File: config.mk
export PLATFORM = sky130hd
export DESIGN_NAME = gpio_data_port_bank
export DESIGN_NICKNAME = d
export VERILOG_FILES = /design/src/rtl/gpio_bank_pkg.sv /design/src/rtl/gpio_pin_logic.sv /design/src/rtl/gpio_data_port_bank.sv
export SDC_FILE = /design/constraint.sdc
export NUM_CORES = 1
export LEC_CHECK = 0
export BUFFER_PORTS_ARGS = -buffer_cell sky130_fd_sc_hd__buf_2
export CAP_MARGIN = 20
export CORE_MARGIN = 5
export CORE_UTILIZATION = 45
export DETAILED_ROUTE_END_ITERATION = 7
export PLACE_DENSITY = 0.65
export RECOVER_POWER = 25
export REMOVE_ABC_BUFFERS = 1
export SLEW_MARGIN = 20
export SYNTH_ARGS = -nofsm -noshare
export SYNTH_HDL_FRONTEND = slang
export SYNTH_SLANG_ARGS = --single-unit
File: constraint.sdc
create_clock -name sys_clk -period 17.5 [get_ports sys_clk]
set_input_delay 0.875 -clock sys_clk [delete_from_list [all_inputs] [get_ports sys_clk]]
set_output_delay 0.875 -clock sys_clk [all_outputs]
set_load 0.01 [all_outputs]
File: src/rtl/gpio_bank_pkg.sv
// Constants, reset values and carrier types of the pin data port bank.
// Assumes one clock domain and one standby power-on reset for all state.
// What this block does
// - Each pin has one data bit and its own eight-bit configuration register.
// - Pin data bits are packed into eight-bit data registers, groups one to four and eight.
// - Reading an input pin's data bit returns the level present on the pin XOR its polarity bit.
// - For an output pin with main power on, the written data bit XOR its polarity bit is driven onto the pin; open-drain pins only pull low.
// - Data register contents are latched on every read and every write access of the path that select_req picks, while clk_en is high.
// - All registers reachable from runtime block and from configuration-space path.
// - Groups one to four sit at 4B, 4C, 4D, 4E; group one bit n is bus data n.
// - Event-capable pins feed wake logic from standby supply, even with main power off.
// - Group four bit 3 serves disable-control/event-trigger pin; bits 4 to 7 reserved.
// - Configuration bit 0 is direction, bit 1 polarity, bit 7 open-drain select.
// - Group eight sits at 4A; its eight bits serve eight dedicated pins.
package gpio_bank_pkg;
   localparam int NUM_PINS = 36;
   localparam logic [7:0] OFS_GRP1 = 8'h4B;
   localparam logic [7:0] OFS_GRP2 = 8'h4C;
   localparam logic [7:0] OFS_GRP3 = 8'h4D;
   localparam logic [7:0] OFS_GRP4 = 8'h4E;
   localparam logic [7:0] OFS_GRP8 = 8'h4A;
   localparam logic [7:0] OFS_CFG_BASE = 8'h20;
   localparam logic [5:0] BASE_GRP1 = 6'h00;
   localparam logic [5:0] BASE_GRP2 = 6'h08;
   localparam logic [5:0] BASE_GRP3 = 6'h10;
   localparam logic [5:0] BASE_GRP4 = 6'h18;
   localparam logic [5:0] BASE_GRP8 = 6'h1C;
   localparam logic [5:0] BASE_NONE = 6'h3F;
   localparam logic [7:0] MASK_FULL = 8'hFF;
   localparam logic [7:0] MASK_GRP4 = 8'h0F;
   localparam int CFG_DIR = 0;
   localparam int CFG_POL = 1;
   localparam int CFG_ODRAIN = 7;
   localparam logic [7:0] CFG_RST_INPUT = 8'h01;
   localparam logic [7:0] CFG_RST_OUTPUT = 8'h00;
   localparam logic [5:0] FIRST_OUT_PIN = 6'h1C;
   localparam logic [NUM_PINS-1:0] DATA_RST = 36'hF0000000_0;
   localparam logic [NUM_PINS-1:0] WAKE_PINS = 36'h00EFFFFFF;
   localparam logic [7:0] RDATA_RST = 8'h00;
   localparam logic [7:0] WLATCH_RST = 8'h00;
   localparam logic [7:0] UNMAPPED_RD = 8'h00;
   localparam logic [NUM_PINS-1:0] PAD_RST = 36'h000000000;
   localparam int GRP_BITS = 8;

   typedef struct packed {
      logic rd;
      logic wr;
      logic [7:0] addr;
      logic [7:0] wdata;
   } reg_req_t;

   typedef logic [NUM_PINS-1:0][7:0] cfg_array_t;
endpackage : gpio_bank_pkg

File: src/rtl/gpio_pin_logic.sv
// Per-pin direction, polarity and driver-type logic, purely combinational.
// Assumes pad inputs are synchronous to the clock of the owning block.
`timescale 1ns/1ps
module gpio_pin_logic
   import gpio_bank_pkg::*;
(
   input wire cfg_array_t cfg,
   input wire logic [NUM_PINS-1:0] data,
   input wire logic [NUM_PINS-1:0] pad_in,
   input wire logic main_power_ok,
   output logic [NUM_PINS-1:0] level,
   output logic [NUM_PINS-1:0] drv_out,
   output logic [NUM_PINS-1:0] drv_oe
);
   logic drive;
   always_comb begin
      drive = 1'b0;
      for (int i = 0; i < NUM_PINS; i++) begin
         // Inputs show the pin XOR polarity, outputs show the stored bit
         level[i] = cfg[i][CFG_DIR] ? (pad_in[i] ^ cfg[i][CFG_POL]) : data[i];
         drive = data[i] ^ cfg[i][CFG_POL];
         if (cfg[i][CFG_DIR] || !main_power_ok) begin
            drv_out[i] = 1'b0;
            drv_oe[i] = 1'b0;
         end else if (cfg[i][CFG_ODRAIN]) begin
            drv_out[i] = 1'b0;
            drv_oe[i] = ~drive;
         end else begin
            drv_out[i] = drive;
            drv_oe[i] = 1'b1;
         end
      end
   end
endmodule : gpio_pin_logic

File: src/rtl/gpio_data_port_bank.sv
// Top of the pin data port bank: data cells, configuration registers, access ports.
// Assumes two byte-wide access paths, one clock, reset asynchronous active high.
`timescale 1ns/1ps
module gpio_data_port_bank
   import gpio_bank_pkg::*;
(
   input wire logic sys_clk,
   input wire logic reset,
   input wire logic clk_en,
   input wire reg_req_t runtime_req,
   input wire reg_req_t cfgspace_req,
   output logic [7:0] rdata,
   output logic rdata_valid,
   output logic [7:0] write_latch,
   input wire logic main_power_ok,
   input wire logic [NUM_PINS-1:0] pad_in,
   output logic [NUM_PINS-1:0] pad_out,
   output logic [NUM_PINS-1:0] pad_oe,
   output logic [NUM_PINS-1:0] wake_level
);
   typedef struct packed {
      logic [NUM_PINS-1:0] data;
      cfg_array_t cfg;
      logic [7:0] rdata;
      logic rvalid;
      logic [7:0] wlatch;
      logic [NUM_PINS-1:0] pad_out;
      logic [NUM_PINS-1:0] pad_oe;
      logic [NUM_PINS-1:0] wake;
   } state_t;

   typedef enum logic [1:0] {
      KIND_NONE = 2'b00,
      KIND_DATA = 2'b01,
      KIND_CFG = 2'b10
   } addr_kind_t;

   typedef struct packed {
      logic rd;
      logic wr;
      addr_kind_t kind;
      logic [5:0] base;
      logic [7:0] mask;
      logic [5:0] cidx;
      logic [7:0] wdata;
   } access_t;

   state_t st;
   state_t next_st;
   reg_req_t req;
   access_t dec;
   logic [7:0] read_byte;
   logic [NUM_PINS-1:0] level;
   logic [NUM_PINS-1:0] drv_out;
   logic [NUM_PINS-1:0] drv_oe;

   function automatic logic [5:0] grp_base(input logic [7:0] a);
      unique case (a)
         OFS_GRP1: grp_base = BASE_GRP1;
         OFS_GRP2: grp_base = BASE_GRP2;
         OFS_GRP3: grp_base = BASE_GRP3;
         OFS_GRP4: grp_base = BASE_GRP4;
         OFS_GRP8: grp_base = BASE_GRP8;
         default: grp_base = BASE_NONE;
      endcase
   endfunction : grp_base

   function automatic logic [7:0] grp_mask(input logic [7:0] a);
      grp_mask = (a == OFS_GRP4) ? MASK_GRP4 : MASK_FULL;
   endfunction : grp_mask

   function automatic cfg_array_t cfg_reset();
      for (int i = 0; i < NUM_PINS; i++) begin
         cfg_reset[i] = (i < int'(FIRST_OUT_PIN)) ? CFG_RST_INPUT : CFG_RST_OUTPUT;
      end
   endfunction : cfg_reset

   localparam cfg_array_t CFG_RST = cfg_reset();

   function automatic logic is_active(input reg_req_t r);
      is_active = r.rd || r.wr;
   endfunction : is_active

   function automatic reg_req_t select_req(
      input reg_req_t rt,
      input reg_req_t cs
   );
      // Runtime block takes precedence when both paths access together
      if (is_active(rt)) begin
         select_req = rt;
      end else begin
         select_req = cs;
      end
   endfunction : select_req

   function automatic logic is_cfg_addr(input logic [7:0] a);
      logic [8:0] top;
      top = {1'b0, OFS_CFG_BASE} + 9'(NUM_PINS);
      is_cfg_addr = (a >= OFS_CFG_BASE) && ({1'b0, a} < top);
   endfunction : is_cfg_addr

   function automatic logic [5:0] cfg_index(input logic [7:0] a);
      logic [7:0] ofs;
      ofs = a - OFS_CFG_BASE;
      cfg_index = ofs[5:0];
   endfunction : cfg_index

   function automatic addr_kind_t addr_kind(input logic [7:0] a);
      if (grp_base(a) != BASE_NONE) begin
         addr_kind = KIND_DATA;
      end else if (is_cfg_addr(a)) begin
         addr_kind = KIND_CFG;
      end else begin
         addr_kind = KIND_NONE;
      end
   endfunction : addr_kind

   function automatic access_t decode_access(input reg_req_t r);
      access_t d;
      d.rd = r.rd;
      d.wr = r.wr;
      d.kind = addr_kind(r.addr);
      d.base = grp_base(r.addr);
      d.mask = grp_mask(r.addr);
      d.cidx = cfg_index(r.addr);
      d.wdata = r.wdata;
      decode_access = d;
   endfunction : decode_access

   function automatic int pin_of(
      input logic [5:0] base,
      input int bit_pos
   );
      pin_of = int'(base) + bit_pos;
   endfunction : pin_of

   function automatic logic pin_in_group(
      input access_t d,
      input int bit_pos
   );
      logic in_range;
      in_range = pin_of(d.base, bit_pos) < NUM_PINS;
      pin_in_group = (d.kind == KIND_DATA) && d.mask[bit_pos] && in_range;
   endfunction : pin_in_group

   function automatic logic [7:0] read_group(
      input access_t d,
      input logic [NUM_PINS-1:0] lvl
   );
      logic [7:0] b;
      b = UNMAPPED_RD;
      for (int i = 0; i < GRP_BITS; i++) begin
         if (pin_in_group(d, i)) begin
            b[i] = lvl[pin_of(d.base, i)];
         end
      end
      read_group = b;
   endfunction : read_group

   function automatic logic [NUM_PINS-1:0] write_group(
      input access_t d,
      input logic [NUM_PINS-1:0] cur
   );
      logic [NUM_PINS-1:0] v;
      v = cur;
      for (int i = 0; i < GRP_BITS; i++) begin
         if (pin_in_group(d, i)) begin
            v[pin_of(d.base, i)] = d.wdata[i];
         end
      end
      write_group = v;
   endfunction : write_group

   function automatic logic [7:0] read_cfg(
      input access_t d,
      input cfg_array_t c
   );
      if (d.kind == KIND_CFG) begin
         read_cfg = c[d.cidx];
      end else begin
         read_cfg = UNMAPPED_RD;
      end
   endfunction : read_cfg

   function automatic cfg_array_t write_cfg(
      input access_t d,
      input cfg_array_t c
   );
      cfg_array_t v;
      v = c;
      if (d.kind == KIND_CFG) begin
         v[d.cidx] = d.wdata;
      end
      write_cfg = v;
   endfunction : write_cfg

   function automatic logic [7:0] read_access(
      input access_t d,
      input logic [NUM_PINS-1:0] lvl,
      input cfg_array_t c
   );
      unique case (d.kind)
         KIND_DATA: read_access = read_group(d, lvl);
         KIND_CFG: read_access = read_cfg(d, c);
         default: read_access = UNMAPPED_RD;
      endcase
   endfunction : read_access

   function automatic logic [7:0] latch_mask(input access_t d);
      if (d.kind == KIND_DATA) begin
         latch_mask = d.mask;
      end else begin
         latch_mask = MASK_FULL;
      end
   endfunction : latch_mask

   function automatic state_t apply_read(
      input state_t s,
      input access_t d,
      input logic [7:0] b
   );
      state_t v;
      v = s;
      v.rvalid = d.rd;
      if (d.rd) begin
         v.rdata = b;
      end
      apply_read = v;
   endfunction : apply_read

   function automatic state_t apply_write(
      input state_t s,
      input access_t d
   );
      state_t v;
      v = s;
      if (d.wr) begin
         v.data = write_group(d, s.data);
         v.cfg = write_cfg(d, s.cfg);
         v.wlatch = d.wdata & latch_mask(d);
      end
      apply_write = v;
   endfunction : apply_write

   function automatic state_t apply_pins(
      input state_t s,
      input logic [NUM_PINS-1:0] out,
      input logic [NUM_PINS-1:0] oe,
      input logic [NUM_PINS-1:0] pins
   );
      state_t v;
      v = s;
      v.pad_out = out;
      v.pad_oe = oe;
      // Wake path ignores main power and configuration
      v.wake = pins & WAKE_PINS;
      apply_pins = v;
   endfunction : apply_pins

   function automatic state_t state_reset();
      state_t s;
      s.data = DATA_RST;
      s.cfg = CFG_RST;
      s.rdata = RDATA_RST;
      s.rvalid = 1'b0;
      s.wlatch = WLATCH_RST;
      s.pad_out = PAD_RST;
      s.pad_oe = PAD_RST;
      s.wake = PAD_RST;
      state_reset = s;
   endfunction : state_reset

   localparam state_t ST_RST = state_reset();

   gpio_pin_logic u_pins (
      .cfg(st.cfg),
      .data(st.data),
      .pad_in(pad_in),
      .main_power_ok(main_power_ok),
      .level(level),
      .drv_out(drv_out),
      .drv_oe(drv_oe)
   );

   assign req = select_req(runtime_req, cfgspace_req);
   assign dec = decode_access(req);
   assign read_byte = read_access(dec, level, st.cfg);

   always_comb begin
      next_st = apply_read(st, dec, read_byte);
      next_st = apply_write(next_st, dec);
      next_st = apply_pins(next_st, drv_out, drv_oe, pad_in);
   end

   always_ff @(posedge sys_clk or posedge reset) begin
      if (reset) begin
         st <= ST_RST;
      end else if (clk_en) begin
         st <= next_st;
      end
   end

   assign rdata = st.rdata;
   assign rdata_valid = st.rvalid;
   assign write_latch = st.wlatch;
   assign pad_out = st.pad_out;
   assign pad_oe = st.pad_oe;
   assign wake_level = st.wake;
endmodule : gpio_data_port_bank

==> flow_summary.ini <==
[status]
status = complete, but fails checks
violations = max-capacitance violations, max-slew violations

[setup_path]
required_ns = 17.92
cp_cell_sequence = clkbuf_1, o21ai_2, buf_4, nor3_1, nor3b_2, a21oi_1
reg2reg_from = st[309]
crit_fanout = 69
crit_type = in2reg
crit_arrival_ns = 5.76
startpoint_type = primary input
crit_path_end = st[194]
rr_worst_depth = 8
crit_start = clk_en
timing.rr.end = rdata[0]
slowest_stage = clkbuf_1
reg2reg_setup_slack_ns = 15.01
slowest_delay_ns = 2.50
cp-end-kind = flop

[sta]
skew_ns = 0.01977
post-route-min-period_ns = 5.342
fin_setup_tns_ns = 0
hold_viol = 0
worst_slew_pin_slew_ns = 5.636
min_period_over_period_pct = 30.53
max_freq_mhz = 187.2
rsz0062_at_grt = false
slew_headroom_pct = -277.8
setup_viol = 0
fin_hold_ws_ns = 0.4743
finalMaxSlewViolations = 193

[drt]
ant_nets = 0
route.detailed.drc = 0
drt_iter0_drc = 1957
routed_wl_um = 74870
via_per_inst = 5.829
num_vias = 18290
wl_per_cell_um = 23.87
dr.pass1.iters = 5

[synthesis]
ys_types = 85
syn-cell-area_um2 = 22830
syn_avg_cell_area_um2 = 9.405
synth_top_family_by_area = simple AND/OR/NAND/NOR gates
ys_warn_count = 0
ys.flop_type = dfrtp_1
synth_seq_area_share_pct = 48.41
synth_edf_count = 0
yosys.area_share.xor_xnor_pct = 2.878
async_flop_share_pct = 100.0
synth_mux_area_share_pct = 7.680
synthCells = 2427
synth_seq_cells = 440
synthAdderAreaFrac_pct = 0.05482
synth_compound_area_share_pct = 15.81
synthSimpleGateAreaFrac_pct = 17.61

[clock_network]
cts-root-buf = clkbuf_16
postCtsSetupBuffers = 0
clk_pin_slew_ns = 0.06
clk_path_buf_depth = 3
numCtsBuffers = 49
cts.sinks = 440
cts_hold_buf = 0
cts_tree = yes
clkLatencyLatePin_ns = 0.59
cts-resized-gates = 0
cts.htree.levels = 2

[run]
maxCapViolations = 2

[pwr]
cellLeakagePower_nw = 11.07
vdd_ir_drop_max_v = 0.00007761
powerDensity_nw_per_um2 = 104.9

[layout]
final_common_cell = dfrtp_1
final_layout_size_suffix_gt1_share_pct = 19.58
final_cell_mix = 408 x dfrtp_1, 348 x nor2_1, 338 x a21oi_1
fillers = 4706
syn_to_final_growth_pct = 9.373
layout.nets = 2500

[floorplan]
dieHeight_um = 235.2
dieArea_um2 = 55330
core_area_um2 = 50170
die_x_um = 235.2
start_util_pct = 45.50
rows = 82
io_pins = 201

[placed_design]
finalWeightedCongestion = 0.9570
dpl.hpwl_um = 49940
io_buffers = 191

[grt]
grt_overflow_total = 0
grt_pass1_vias = 18100
grtUsageTotal_pct = 26.21
grt_max_degree = 176
antenna_found_initial = 2
grt_pass1_wl_um = 113100

[min_path]
holdCritStartpoint = st[400]
hp-class = reg2reg
==> metal layers <==
layer  global-route usage (%)  share of wire [%]  up-vias
met1                    35.46                 42     9114
met4                    8.058                3.2        0
met2                    41.95                 46      747
li1                         -                  -     8294
met5                        0                  0        -
met3                    6.607                7.9      132
==> state kept, by name, summed over array words and instances, names as in the netlist <==
| signal | count |
|---|---|
| rdata | 8 |
| write_latch | 8 |
| pad_oe | 36 |
| rdata_valid | 1 |
| pad_out | 36 |
| wake_level | 27 |
| st | 324 |
==> cells in the mapped netlist, types with 6 or more instances <==
cell      count  area, um2
dfrtp_1     408      10210
nor2_1      349       1310
a21oi_1     338       1692
nand2_1     269       1010
buf_4       139       1044
o21ai_0     102      510.5
clkbuf_1     84      315.3
mux2_2       78      878.3
nand3_1      71      355.3
buf_2        46      230.2
a31o_2       42      367.9
nor2b_1      42      262.8
mux2i_1      39      390.4
nand2b_1     38      237.7
xnor2_1      38      332.8
xor2_1       37      324.1
dfstp_2      32      840.8
a31oi_1      22      137.6
mux4_2       19      427.9
buf_1        14      52.55
inv_1        12      45.04
a311oi_1     11      96.34
a32oi_1      11      96.34
nor3_1       11      55.05
nor3_4       10      162.7
nand4_1       9      56.30
a211oi_1      7      52.55
o211ai_1      7      52.55
a22oi_1       6      45.04
and2_1        6      37.54
nor4_1        6      37.54
o21a_1        6      45.04
==> layout make-up <==
| class | instances | area (um2) | share of cell area, % |
|---|---|---|---|
| clock inverter | 15 | 176.4 | 0.7067 |
| clock buffer | 75 | 1455 | 5.829 |
| antenna | 3 | 7.507 | 0.03007 |
| tap | 672 | 840.8 | 3.368 |
| multi-input combinational | 1697 | 10230 | 40.97 |
| sequential | 440 | 11050 | 44.26 |
| inverter | 12 | 46.29 | 0.1854 |
| timing repair buffer | 223 | 1161 | 4.651 |
==> worst min path at each step <==
| stage | to | slack [ns] | depth (start not counted) |
|---|---|---|---|
| after global routing | write_latch[1] | 0.50 | 2 |
| after detailed placement | write_latch[1] | 0.47 | 2 |
| after global placement | st[400] | 0.46 | 2 |
| after CTS | write_latch[1] | 0.48 | 2 |
| final | st[400] | 0.47 | 2 |
| after floorplan | st[391] | 0.44 | 2 |
==> through the flow <==
step / instances / power (mW) / setup slack (ns) / cell area [um2] / util (%)
after CTS: 3134 / 2.634 / 12.19 / 25030 / 49.88
after detailed placement: 3044 / 1.584 / 11.58 / 23390 / 46.63
after global placement: 3044 / 1.573 / 11.75 / 23390 / 46.63
after global routing: 3136 / 2.723 / 11.71 / 24960 / 49.76
after floorplan: 2149 / 1.405 / 4.419 / 21180 / -
final: 3137 / 2.618 / 12.16 / 24970 / 49.76
==> worst max-delay path, delay by kind of cell <==
kind                   cells  cell delay [ns]
AO/OA/AOI/OAI              2             0.25
AND/OR/NAND/NOR            2             1.71
buffers and inverters      2             2.89
==> power by group <==
group	switching, mW	total, mW	internal, mW	leakage [nW]
logic	0.260	0.402	0.141	4.47
registers	0.0643	1.17	1.10	5.80
clock network	0.431	1.05	0.618	0.793
==> kinds of logic after synthesis <==
group           count (synthesis)
simple gates                  860
compound gates                612
flops                         440
buf+inv                       298
mux                           140
xor+xnor                       75
fa+ha+maj                       1
other cells                     1
Power figures use the tool's default switching activity.
